**src/inc/lcd_dual_pkg.sv**
```systemverilog
package lcd_dual_pkg;
   // Register byte offsets
   localparam logic [7:0] CTRL_OFFSET = 8'h00;
   localparam logic [7:0] STATUS_OFFSET = 8'h04;
   localparam logic [7:0] FRAME_DIV_OFFSET = 8'h08;
   localparam logic [7:0] BLINK_DIV_OFFSET = 8'h0C;
   localparam logic [7:0] PRIMARY_BASE = 8'h40;
   localparam logic [7:0] BLINK_BASE = 8'h80;
   // Control field positions
   localparam int SELECT_BIT = 0;
   localparam int MODE_LSB = 1;
   localparam int CLEAR_PRIMARY_BIT = 3;
   localparam int CLEAR_BLINK_BIT = 4;
   // Status field positions
   localparam int SHOWN_BIT = 0;
   // Reset values
   localparam logic [31:0] FRAME_DIV_RESET = 32'h0000_0FFF;
   localparam logic [31:0] BLINK_DIV_RESET = 32'h0000_001F;
   // Blink mode codes
   localparam logic [1:0] MODE_NONE = 2'h0;
   localparam logic [1:0] MODE_ALTERNATE = 2'h3;
   // Bus responses
   localparam logic [1:0] RESP_OKAY = 2'h0;
   localparam logic [1:0] RESP_SLVERR = 2'h2;
   // Segment memory geometry
   localparam int MEM_WORDS = 8;
endpackage : lcd_dual_pkg

```
**src/design/frame_timer.sv**
```systemverilog
`timescale 1ns/1ps
// Frame and blink tick generator. The frame divider is compared every cycle, the blink divider on frame ticks, so a change acts at its next compare.
module frame_timer (
   input wire logic clock_in,
   input wire logic rst_in,
   input wire logic enable_in,
   input wire logic [31:0] frame_div_in,
   input wire logic [31:0] blink_div_in,
   output logic frame_tick_out,
   output logic blink_tick_out
);
   logic [31:0] frame_count;
   logic [31:0] blink_count;

   // Frame counter; a divider of 0 gives a tick every cycle
   always_ff @(posedge clock_in) begin
      if (rst_in) begin
         frame_count <= 32'h0000_0000;
         frame_tick_out <= 1'b0;
      end else if (enable_in) begin
         frame_tick_out <= (frame_count >= frame_div_in);
         if (frame_count >= frame_div_in) begin
            frame_count <= 32'h0000_0000;
         end else begin
            frame_count <= frame_count + 32'h0000_0001;
         end
      end
   end

   // Blink counter counts frames, so blink edges land on frame boundaries
   always_ff @(posedge clock_in) begin
      if (rst_in) begin
         blink_count <= 32'h0000_0000;
         blink_tick_out <= 1'b0;
      end else if (enable_in) begin
         blink_tick_out <= 1'b0;
         if (frame_count >= frame_div_in) begin
            if (blink_count >= blink_div_in) begin
               blink_count <= 32'h0000_0000;
               blink_tick_out <= 1'b1;
            end else begin
               blink_count <= blink_count + 32'h0000_0001;
            end
         end
      end
   end
endmodule : frame_timer

```
**src/design/lcd_dual_display_memory.sv**
```systemverilog
// Decided for this implementation: the AXI4-Lite interface to the registers and the placing of the registers.
`timescale 1ns/1ps
module lcd_dual_display_memory #(
   parameter int SEG_WIDTH = 32
) (
   input wire logic clock_in,
   input wire logic rst_in,
   input wire logic enable_in,
   input wire logic [7:0] s_axi_awaddr,
   input wire logic s_axi_awvalid,
   output logic s_axi_awready,
   input wire logic [31:0] s_axi_wdata,
   input wire logic [3:0] s_axi_wstrb,
   input wire logic s_axi_wvalid,
   output logic s_axi_wready,
   output logic [1:0] s_axi_bresp,
   output logic s_axi_bvalid,
   input wire logic s_axi_bready,
   input wire logic [7:0] s_axi_araddr,
   input wire logic s_axi_arvalid,
   output logic s_axi_arready,
   output logic [31:0] s_axi_rdata,
   output logic [1:0] s_axi_rresp,
   output logic s_axi_rvalid,
   input wire logic s_axi_rready,
   output logic [lcd_dual_pkg::MEM_WORDS*SEG_WIDTH-1:0] segments_out,
   output logic frame_tick_out
);
   import lcd_dual_pkg::*;

   logic [SEG_WIDTH-1:0] primary_mem [MEM_WORDS];
   logic [SEG_WIDTH-1:0] blink_mem [MEM_WORDS];
   logic display_memory_select;
   logic [1:0] blink_mode_field;
   logic clear_display_memory;
   logic clear_blink_memory;
   logic [31:0] frame_div;
   logic [31:0] blink_div;
   logic shown_blink;
   logic alt_phase;
   logic blink_tick;
   logic aw_held;
   logic w_held;
   logic [7:0] aw_addr;
   logic [31:0] w_data;
   logic [3:0] w_strb;
   logic do_write;
   logic wr_ok;
   logic next_source;

   // Memory word index of an address in a given window, or out of range
   function automatic logic in_window(input logic [7:0] addr, input logic [7:0] base);
      in_window = (addr >= base) && (addr < base + 8'(4 * MEM_WORDS)) && (addr[1:0] == 2'h0);
   endfunction : in_window

   function automatic logic [2:0] word_index(input logic [7:0] addr, input logic [7:0] base);
      logic [7:0] diff;
      diff = addr - base;
      word_index = diff[4:2];
   endfunction : word_index

   // Byte-lane merge used by the divider registers and segment memories; control takes byte 0 only
   function automatic logic [31:0] merge(input logic [31:0] old, input logic [31:0] data,
                                         input logic [3:0] strb);
      logic [31:0] res;
      res = old;
      for (int b = 0; b < 4; b++) begin
         if (strb[b]) begin
            res[8*b +: 8] = data[8*b +: 8];
         end
      end
      merge = res;
   endfunction : merge

   frame_timer u_timer (
      .clock_in(clock_in),
      .rst_in(rst_in),
      .enable_in(enable_in),
      .frame_div_in(frame_div),
      .blink_div_in(blink_div),
      .frame_tick_out(frame_tick_out),
      .blink_tick_out(blink_tick)
   );

   // Write channel capture; address and data may come in either order
   assign s_axi_awready = !aw_held && !s_axi_bvalid;
   assign s_axi_wready = !w_held && !s_axi_bvalid;
   assign do_write = aw_held && w_held && !s_axi_bvalid;
   assign wr_ok = (aw_addr == CTRL_OFFSET) || (aw_addr == FRAME_DIV_OFFSET)
      || (aw_addr == BLINK_DIV_OFFSET) || in_window(aw_addr, PRIMARY_BASE)
      || in_window(aw_addr, BLINK_BASE);

   always_ff @(posedge clock_in) begin
      if (rst_in) begin
         aw_held <= 1'b0;
         w_held <= 1'b0;
         aw_addr <= 8'h00;
         w_data <= 32'h0000_0000;
         w_strb <= 4'h0;
         s_axi_bvalid <= 1'b0;
         s_axi_bresp <= RESP_OKAY;
      end else if (enable_in) begin
         if (s_axi_awvalid && s_axi_awready) begin
            aw_held <= 1'b1;
            aw_addr <= s_axi_awaddr;
         end
         if (s_axi_wvalid && s_axi_wready) begin
            w_held <= 1'b1;
            w_data <= s_axi_wdata;
            w_strb <= s_axi_wstrb;
         end
         if (do_write) begin
            aw_held <= 1'b0;
            w_held <= 1'b0;
            s_axi_bvalid <= 1'b1;
            s_axi_bresp <= wr_ok ? RESP_OKAY : RESP_SLVERR;
         end else if (s_axi_bvalid && s_axi_bready) begin
            s_axi_bvalid <= 1'b0;
         end
      end
   end

   // Control register; self-clearing bits drop after the frame-boundary wipe.
   // A software set in the same cycle as the wipe wins, so a new request is kept.
   always_ff @(posedge clock_in) begin
      if (rst_in) begin
         display_memory_select <= 1'b0;
         blink_mode_field <= MODE_NONE;
         clear_display_memory <= 1'b0;
         clear_blink_memory <= 1'b0;
         frame_div <= FRAME_DIV_RESET;
         blink_div <= BLINK_DIV_RESET;
      end else if (enable_in) begin
         if (frame_tick_out) begin
            clear_display_memory <= 1'b0;
            clear_blink_memory <= 1'b0;
         end
         if (do_write && aw_addr == CTRL_OFFSET && w_strb[0]) begin
            display_memory_select <= w_data[SELECT_BIT];
            blink_mode_field <= w_data[MODE_LSB +: 2];
            if (w_data[CLEAR_PRIMARY_BIT]) clear_display_memory <= 1'b1;
            if (w_data[CLEAR_BLINK_BIT]) clear_blink_memory <= 1'b1;
         end
         if (do_write && aw_addr == FRAME_DIV_OFFSET) begin
            frame_div <= merge(frame_div, w_data, w_strb);
         end
         if (do_write && aw_addr == BLINK_DIV_OFFSET) begin
            blink_div <= merge(blink_div, w_data, w_strb);
         end
      end
   end

   // Segment memories; clears happen on the frame tick, after software writes
   always_ff @(posedge clock_in) begin
      if (rst_in) begin
         for (int i = 0; i < MEM_WORDS; i++) begin
            primary_mem[i] <= '0;
            blink_mem[i] <= '0;
         end
      end else if (enable_in) begin
         if (do_write && in_window(aw_addr, PRIMARY_BASE)) begin
            primary_mem[word_index(aw_addr, PRIMARY_BASE)] <= SEG_WIDTH'(merge(
               32'(primary_mem[word_index(aw_addr, PRIMARY_BASE)]), w_data, w_strb));
         end
         if (do_write && in_window(aw_addr, BLINK_BASE)) begin
            blink_mem[word_index(aw_addr, BLINK_BASE)] <= SEG_WIDTH'(merge(
               32'(blink_mem[word_index(aw_addr, BLINK_BASE)]), w_data, w_strb));
         end
         for (int i = 0; i < MEM_WORDS; i++) begin
            if (frame_tick_out && clear_display_memory) primary_mem[i] <= '0;
            if (frame_tick_out && clear_blink_memory) blink_mem[i] <= '0;
         end
      end
   end

   // Source choice: alternate phase in mode 3, else the select bit (modes 1 and 2 act as 0)
   assign next_source = (blink_mode_field == MODE_ALTERNATE) ? alt_phase
      : display_memory_select;

   // Alternation phase advances on blink ticks, which sit on frame ticks
   always_ff @(posedge clock_in) begin
      if (rst_in) begin
         alt_phase <= 1'b0;
      end else if (enable_in) begin
         if (blink_mode_field != MODE_ALTERNATE) begin
            alt_phase <= 1'b0;
         end else if (blink_tick) begin
            alt_phase <= !alt_phase;
         end
      end
   end

   // Shown source latches only at frame boundaries to keep frames whole
   always_ff @(posedge clock_in) begin
      if (rst_in) begin
         shown_blink <= 1'b0;
      end else if (enable_in && frame_tick_out) begin
         shown_blink <= next_source;
      end
   end

   // Segment outputs: one registered mux, so every segment swaps together
   always_ff @(posedge clock_in) begin
      if (rst_in) begin
         segments_out <= '0;
      end else if (enable_in) begin
         for (int i = 0; i < MEM_WORDS; i++) begin
            segments_out[i*SEG_WIDTH +: SEG_WIDTH] <=
               shown_blink ? blink_mem[i] : primary_mem[i];
         end
      end
   end

   // Read channel; one read at a time, answered one cycle after address
   assign s_axi_arready = !s_axi_rvalid;
   always_ff @(posedge clock_in) begin
      if (rst_in) begin
         s_axi_rvalid <= 1'b0;
         s_axi_rdata <= 32'h0000_0000;
         s_axi_rresp <= RESP_OKAY;
      end else if (enable_in) begin
         if (s_axi_arvalid && s_axi_arready) begin
            s_axi_rvalid <= 1'b1;
            s_axi_rresp <= RESP_OKAY;
            if (s_axi_araddr == CTRL_OFFSET) begin
               s_axi_rdata <= 32'({clear_blink_memory, clear_display_memory,
                                   blink_mode_field, display_memory_select});
            end else if (s_axi_araddr == STATUS_OFFSET) begin
               s_axi_rdata <= 32'(shown_blink);
            end else if (s_axi_araddr == FRAME_DIV_OFFSET) begin
               s_axi_rdata <= frame_div;
            end else if (s_axi_araddr == BLINK_DIV_OFFSET) begin
               s_axi_rdata <= blink_div;
            end else if (in_window(s_axi_araddr, PRIMARY_BASE)) begin
               s_axi_rdata <= 32'(primary_mem[word_index(s_axi_araddr, PRIMARY_BASE)]);
            end else if (in_window(s_axi_araddr, BLINK_BASE)) begin
               s_axi_rdata <= 32'(blink_mem[word_index(s_axi_araddr, BLINK_BASE)]);
            end else begin
               s_axi_rdata <= 32'h0000_0000;
               s_axi_rresp <= RESP_SLVERR;
            end
         end else if (s_axi_rvalid && s_axi_rready) begin
            s_axi_rvalid <= 1'b0;
         end
      end
   end

   // Source changes only on a frame tick
   property p_source_at_frame;
      @(posedge clock_in) disable iff (rst_in)
      !$past(frame_tick_out) && $past(enable_in) |-> $stable(shown_blink);
   endproperty
   a_source_at_frame: assert property (p_source_at_frame) else $error("source moved off frame");
   // Outputs follow the blink memory one cycle later while it is shown; the update needs only one enabled edge
   property p_outputs_follow;
      @(posedge clock_in) disable iff (rst_in)
      enable_in && shown_blink |=> segments_out[SEG_WIDTH-1:0] == $past(blink_mem[0]);
   endproperty
   a_outputs_follow: assert property (p_outputs_follow) else $error("segments not blink mem");
   // Clear bit drops after a frame tick
   property p_clear_done;
      @(posedge clock_in) disable iff (rst_in)
      enable_in && frame_tick_out && clear_display_memory && !do_write
      |=> !clear_display_memory && primary_mem[0] == '0;
   endproperty
   a_clear_done: assert property (p_clear_done) else $error("primary clear not done");
   property p_blink_clear_done;
      @(posedge clock_in) disable iff (rst_in)
      enable_in && frame_tick_out && clear_blink_memory && !do_write
      |=> !clear_blink_memory && blink_mem[0] == '0;
   endproperty
   a_blink_clear_done: assert property (p_blink_clear_done) else $error("blink clear not done");
   // Outside alternation the shown source follows the select bit at a frame tick
   property p_select;
      @(posedge clock_in) disable iff (rst_in)
      enable_in && frame_tick_out && blink_mode_field != MODE_ALTERNATE
      |=> shown_blink == $past(display_memory_select);
   endproperty
   a_select: assert property (p_select) else $error("select not applied");
   // In mode 3 a blink tick flips the phase
   property p_alternate;
      @(posedge clock_in) disable iff (rst_in)
      enable_in && blink_tick && blink_mode_field == MODE_ALTERNATE && $stable(blink_mode_field)
      |=> alt_phase != $past(alt_phase);
   endproperty
   a_alternate: assert property (p_alternate) else $error("phase did not flip");
endmodule : lcd_dual_display_memory

```
**config.mk**
```make
export PLATFORM = sky130hd
export DESIGN_NAME = lcd_dual_display_memory
export DESIGN_NICKNAME = d
export VERILOG_FILES = /design/src/inc/lcd_dual_pkg.sv /design/src/design/frame_timer.sv /design/src/design/lcd_dual_display_memory.sv
export SDC_FILE = /design/constraint.sdc
export NUM_CORES = 2
export LEC_CHECK = 0
export BUFFER_PORTS_ARGS = -buffer_cell sky130_fd_sc_hd__clkbuf_2
export CAP_MARGIN = 20
export CORE_UTILIZATION = 35
export DETAILED_ROUTE_END_ITERATION = 8
export SLEW_MARGIN = 40
export SYNTH_ARGS = -nofsm -noshare
export SYNTH_HDL_FRONTEND = slang
export SYNTH_HIERARCHICAL = 1
export SYNTH_SLANG_ARGS = --single-unit
```
**constraint.sdc**
```tcl
create_clock -name clock_in -period 3.4 [get_ports clock_in]
set_clock_uncertainty 0.1 [all_clocks]
set_input_delay 0 -clock clock_in [delete_from_list [all_inputs] [get_ports clock_in]]
set_output_delay 0 -clock clock_in [all_outputs]
set_load 0.02 [all_outputs]
```
* After elaboration in Yosys (flattened, before gate mapping) *
Memory sizes are Yosys's and may differ from the RTL's.
Index checks and enable logic that the tools add are counted.

storage, ports and cells
  register bits = 477
  memories kept = 2
  input port bits = 60
  output and inout bits = 298
  RAM bits = 512
  logic and storage cells = 473

cells by class
  bitwise logic cells = 208
  reductions and logical operators = 73
  mux-type cells = 114
  order comparisons = 10
  add/sub/neg operators = 6
  eq/ne operators = 31

memory list
  name         words  width  read ports  clocked after memory_dff  write ports  line                           source
  blink_mem    8      32     9           0                         8            lcd_dual_display_memory.sv:32  logic [SEG_WIDTH-1:0] blink_mem [MEM_WORDS];
  primary_mem  8      32     9           0                         8            lcd_dual_display_memory.sv:31  logic [SEG_WIDTH-1:0] primary_mem [MEM_WORDS];

operators with widths
  kind                     number
  $mux W32                 34
  $mux W8                  32
  $and A1 B1 Y1            128
  $add A32 B1 Y32 const B  2
  $ge A32 B32 Y1           2
  $not A1 Y1               64
  $reduce_or A32 Y1        2
  $eq A3 B3 Y1 const B     16
  $reduce_and A2 Y1        19
  $mux W1                  37
  $eq A8 B4 Y1 const B     4
  $ne A4 B4 Y1 const B     8
  $logic_and A1 B1 Y1      26
  $reduce_and A3 Y1        8
  $sub A5 B1 Y5 const B    4
  $ge A8 B7 Y1 const B     2
  $ge A8 B8 Y1 const B     2
  $logic_not A8 Y1         2
  $lt A8 B7 Y1 const B     2
  $lt A8 B8 Y1 const B     2
  $or A1 B1 Y1             16
  $mux W2                  7
  $reduce_bool A2 Y1       5
  $eq A8 B3 Y1 const B     1
  other kinds (7)          17

* Logic depth before layout (Yosys ltp) *
  depth after elaboration = 19
  gate-level depth with buffers = 11
  mapped depth without buffers = 8

* Cells and area by module *
Netlist, hierarchy kept.

by module, submodules not included
  module                   area each (sq um)  cells an instance  seq. area each (sq um)  times used
  lcd_dual_display_memory  41278.3            3519               23562.6                 1
  frame_timer              5287.6             672                1321.3                  1

* Least setup slack after synthesis *
OpenSTA, ideal clock, no wires.

  kind = flip-flop to flip-flop
  start point = register u_timer.frame_count[0]
  end point = register u_timer.frame_count[31]
  stages on the path, launching flop included = 12
  path buffers = 3
  setup slack = 0.839 ns
  clock period less this slack = 2.561 ns
  data arrival time = 2.395 ns
  cells stage by stage = dfxtp_1 inv_1 ha_1 nand2b_4 a2111oi_4 o311ai_1 o311a_1 buf_6 or3_1 buf_2 buf_6 a21oi_2

between the ends
  word-level cells in the longest chain between the ends = 2
  elaborated cells on any way between the ends = 3
  classes of those cells = 1 x add/sub; 1 x order compare; 1 x mux

ends and longest elaborated chain
  element                                            line                                  source
  start: declaration                                 frame_timer.sv:12                     logic [31:0] frame_count;
  start signal: assignment                           frame_timer.sv:25                     frame_count <= frame_count + 32'h0000_0001;
  $add A32 B1 Y32 or $ge A32 B32 Y1 (tied branches)  frame_timer.sv:25, frame_timer.sv:22
  $mux W32 (*)                                       frame_timer.sv:22                     if (frame_count >= frame_div_in) begin

Every way passes the cells marked *; elsewhere a longest branch is shown, timed or not.
A chain may end at the register's enable or synchronous reset.

* Worst setup path in the final report *
  start point = input port s_axi_araddr[7]
  end point = register s_axi_rdata[17]

between the ends
  word-level cells in the longest chain between the ends = 9
  elaborated cells on any way between the ends = 18
  classes of those cells = 4 x order compare; 3 x eq/ne; 6 x mux; 5 x reduce/logical

ends and longest elaborated chain
  element                                       line                            source
  start: declaration                            lcd_dual_display_memory.sv:19   input wire logic [7:0] s_axi_araddr,
  $ge A8 B8 Y1 or $lt A8 B8 Y1 (tied branches)  lcd_dual_display_memory.sv:53   in_window = (addr >= base) && (addr < base + 8'(4 * MEM_WORDS)) && (addr[1:0] == 2'h0);
  $logic_and A1 B1 Y1 (2 in series)             lcd_dual_display_memory.sv:53
  $mux W32                                      lcd_dual_display_memory.sv:236  end else if (in_window(s_axi_araddr, BLINK_BASE)) begin
  $mux W32                                      lcd_dual_display_memory.sv:234  end else if (in_window(s_axi_araddr, PRIMARY_BASE)) begin
  $mux W32                                      lcd_dual_display_memory.sv:232  end else if (s_axi_araddr == BLINK_DIV_OFFSET) begin
  $mux W32                                      lcd_dual_display_memory.sv:230  end else if (s_axi_araddr == FRAME_DIV_OFFSET) begin
  $mux W32                                      lcd_dual_display_memory.sv:228  end else if (s_axi_araddr == STATUS_OFFSET) begin
  $mux W32 (*)                                  lcd_dual_display_memory.sv:225  if (s_axi_araddr == CTRL_OFFSET) begin
  end signal: assignment                        lcd_dual_display_memory.sv:226  s_axi_rdata <= 32'({clear_blink_memory, clear_display_memory,
  end signal: assignment                        lcd_dual_display_memory.sv:229  s_axi_rdata <= 32'(shown_blink);
  end signal: assignment                        lcd_dual_display_memory.sv:231  s_axi_rdata <= frame_div;
  end: declaration                              lcd_dual_display_memory.sv:22   output logic [31:0] s_axi_rdata,

Marks and branches as above.

==> impl_metrics.json <==
{
  "status": "finished, final reports clean",
  "area_delta_synth_final_pct": 20.5,
  "h-tree-depth": 3,
  "ys_seq_area_share_pct": 53.4,
  "synth_common_cells": "and2_1, edfxtp_1, dfxtp_1",
  "slew_headroom_pct": 39.5,
  "synth_edf_count": 512,
  "remaining_drc_errors": 0,
  "rows": 133,
  "pre_cts_ws_ns": 0.383,
  "rsz0062_at_grt": "false",
  "fmax_mhz": 309,
  "timing.rr.end": "s_axi_rdata[17]",
  "first_iter_violations": 3730,
  "post-synth-top-area-cell": "edfxtp_1",
  "cts-root-buf": "clkbuf_16",
  "setup_violations": 0,
  "synth.area.top_cells": "edfxtp_1, dfxtp_1, and2_1",
  "path_cells": "dlygate4sd3_1 > clkbuf_2 > nor4_2 > dlygate4sd3_1 > buf_4 > nand4_1 > dlygate4sd3_1 > o211a_1 > dlygate4sd3_1 > a21oi_1 > dlygate4sd3_1",
  "clock_sinks": 987,
  "dpl_cell_area_mm2": 0.0509,
  "grt_max_degree": 193,
  "totalPowerFinal_mw": 27.8,
  "yosys.cell_count.top_type": "and2_1",
  "globalplace.congestion": 0.907,
  "end_kind": "register",
  "num_io_pins": 358,
  "worst-endpoint-arrival_ns": 3.80,
  "drv_slew": 0,
  "vias": 36000,
  "synth_area_mm2": 0.0466,
  "critical_path_class": "input port to register",
  "insertion_delay_ns": 0.72,
  "viasPerCell": 5.52,
  "cts.path.max_buffers": 3,
  "critPathSlowestCell": "dlygate4sd3_1",
  "io_buffers": 355,
  "drv_cap": 0,
  "instances_no_fill": 6512,
  "yosysUniqueCellTypes": 75,
  "final_nets": 4795,
  "core_mm2": 0.132,
  "synth_top_cell_area_share_pct": 33.0,
  "multi_input_area_mm2": 0.0199,
  "min_path_cells": 5,
  "hpwlAfterDp_um": 116000,
  "synthCells": 4191,
  "finalCriticalPeriod_ns": 3.23,
  "antenna_found_initial": 4,
  "start_util_pct": 35.3,
  "cts_made_buffers": 107,
  "synthArstFlopShare_pct": 0,
  "gr-usage-all-layers_pct": 23.5,
  "ys_warn_count": 6,
  "r2r_slack_ns": 0.30,
  "critPathLaunchType": "input port",
  "r2r-start": "primary_mem[1][17]",
  "die_h_um": 367,
  "hold_path_class": "input port to register",
  "syn_avg_cell_area_um2": 11.1,
  "seq_area_mm2": 0.0249,
  "synth-main-ff-cell": "edfxtp_1",
  "overflow": 0,
  "diodes": 0,
  "power_density_mw_per_mm2": 495,
  "vdd_drop_max_mv": 0.419,
  "wl_per_cell_um": 24.9,
  "grt_pass1_wl_um": 236000,
  "crit_fanout": 13,
  "postRouteAntennaNets": 0,
  "min_from": "s_axi_araddr[5]",
  "cts_tree": "built",
  "hold_viol": 0,
  "holdWs_ns": 0.120,
  "critPathMaxStageDelay_ns": 0.58,
  "die_w_um": 367,
  "dp_cells": 6150,
  "fillCellCount": 12600,
  "finalInstanceArea_mm2": 0.0561,
  "worst_path_most_repeated_cell": "dlygate4sd3_1",
  "cp_top_family": "buffers and inverters",
  "grt_pass1_vias": 34300,
  "hold_path_end": "s_axi_rdata[30]",
  "ctsResizeCount": 0,
  "routed_wl_um": 162000,
  "drive_gt1_share_pct": 19.9,
  "drt_pass1_iterations": 5,
  "fin_ws_ns": 0.165,
  "required_ns": 3.97,
  "leakagePower_nw": 20.3,
  "cts.reportedPaths.clkPinSlew_ns": 0.06,
  "post-route-period-util_pct": 95.1,
  "worst_pin_slew_ns": 0.907,
  "fp.dieArea_mm2": 0.135,
  "r2r_cells": 7,
  "critPathBufInv": 7,
  "yosys_register_bits": 987
}
-- worst reg2reg max path, cell delays in order (launching register included) --
cell and delay, ns:
edfxtp_1 0.40, mux4_2 0.54, nand4_1 0.12, dlygate4sd3_1 0.55
o211a_1 0.13, dlygate4sd3_1 0.55, a21oi_1 0.06, dlygate4sd3_1 0.56
-- layer usage --
layer | share of wire (%) | GRT usage (%) | up-vias
li1 | - | - | 16400
met5 | 0 | 0 | -
met3 | 8.5 | 5.11 | 231
met4 | 3.5 | 8.01 | 0
met2 | 46 | 37.3 | 1548
met1 | 42 | 31.7 | 17800
-- layout make-up --
| type | instances | area share [%] |
|---|---|---|
| multi-input cells | 2758 | 35.5 |
| repair buffers | 727 | 9.30 |
| clock buffers | 149 | 5.47 |
| inverters | 88 | 0.591 |
| clock inverters | 48 | 0.865 |
| flip-flops and latches | 987 | 44.4 |
| well taps | 1755 | 3.91 |
-- stage by stage --
| step | TNS, ns | utilization (%) |
|---|---|---|
| finish | 0 | 42.6 |
| global route | 0 | 42.6 |
| CTS | 0 | 42.6 |
| detailed placement | 0 | 38.6 |
| global placement | -0.509 | 38.6 |
| floorplan | 0 | - |
-- cells in the final DEF, fill, tap and decap left out, drive strengths merged, types with 124 or more instances in the layout --
| master | count |
|---|---|
| dlygate4sd3 | 165 |
| o21ai | 197 |
| dfxtp | 475 |
| mux2i | 271 |
| edfxtp | 512 |
| and2 | 517 |
| nor2 | 381 |
| clkbuf | 500 |
| a211oi | 259 |
| mux4 | 125 |
| buf | 211 |
| a21oi | 124 |
| nand2 | 204 |
-- sequential cells by signal, indices dropped and copies added (netlist names), 2 cells and up --
register and cells:
w_strb 4, s_axi_rdata 32, u_timer/blink_count 32, w_data 32, u_timer/frame_count 32, frame_div 32, segments_out 256, blink_mem 256
primary_mem 256, aw_addr 8, blink_mode_field 2, blink_div 32
-- report_power, final --
group / internal (mW) / leakage, nW / switching (mW) / total [mW]
registers: 12.9 / 9.18 / 0.412 / 13.4
logic: 0.897 / 9.41 / 1.57 / 2.46
clock network: 6.97 / 1.75 / 4.99 / 12.0
total: 20.8 / 20.3 / 6.97 / 27.8
-- cells by family after synthesis --
family	Yosys count	share of synthesized area (%)
buffers and inverters	447	3.98
other	1	0.00805
flip-flops	987	53.4
adder cells (fa/ha/maj)	66	1.77
AO/OA/AOI/OAI	771	11.0
multiplexers	430	12.7
XOR/XNOR	30	0.564
AND/OR/NAND/NOR	1459	16.5
-- worst max-delay path by stage --
stage                                start                      end  slack [ns]  cells after the start
CTS                        s_axi_araddr[7]          s_axi_rdata[17]        0.30                     11
floorplan           u_timer/frame_count[0]  u_timer/frame_count[31]        0.84                     11
finish                     s_axi_araddr[7]          s_axi_rdata[17]        0.17                     11
global placement    u_timer/blink_count[0]  u_timer/blink_count[11]        -0.1                      8
detailed placement  u_timer/blink_count[0]  u_timer/blink_count[11]        0.38                     10
global route               s_axi_araddr[0]           s_axi_rdata[0]        0.12                     10
-- timing repair --
item | in CTS | in global routing
setup buffers | 0 | 0
endpoints found under the setup margin | 0 | 0
hold endpoints to repair | 203 | 2
hold buffers | 164 | 1
Note: power is estimated with default switching activity, not from simulation.
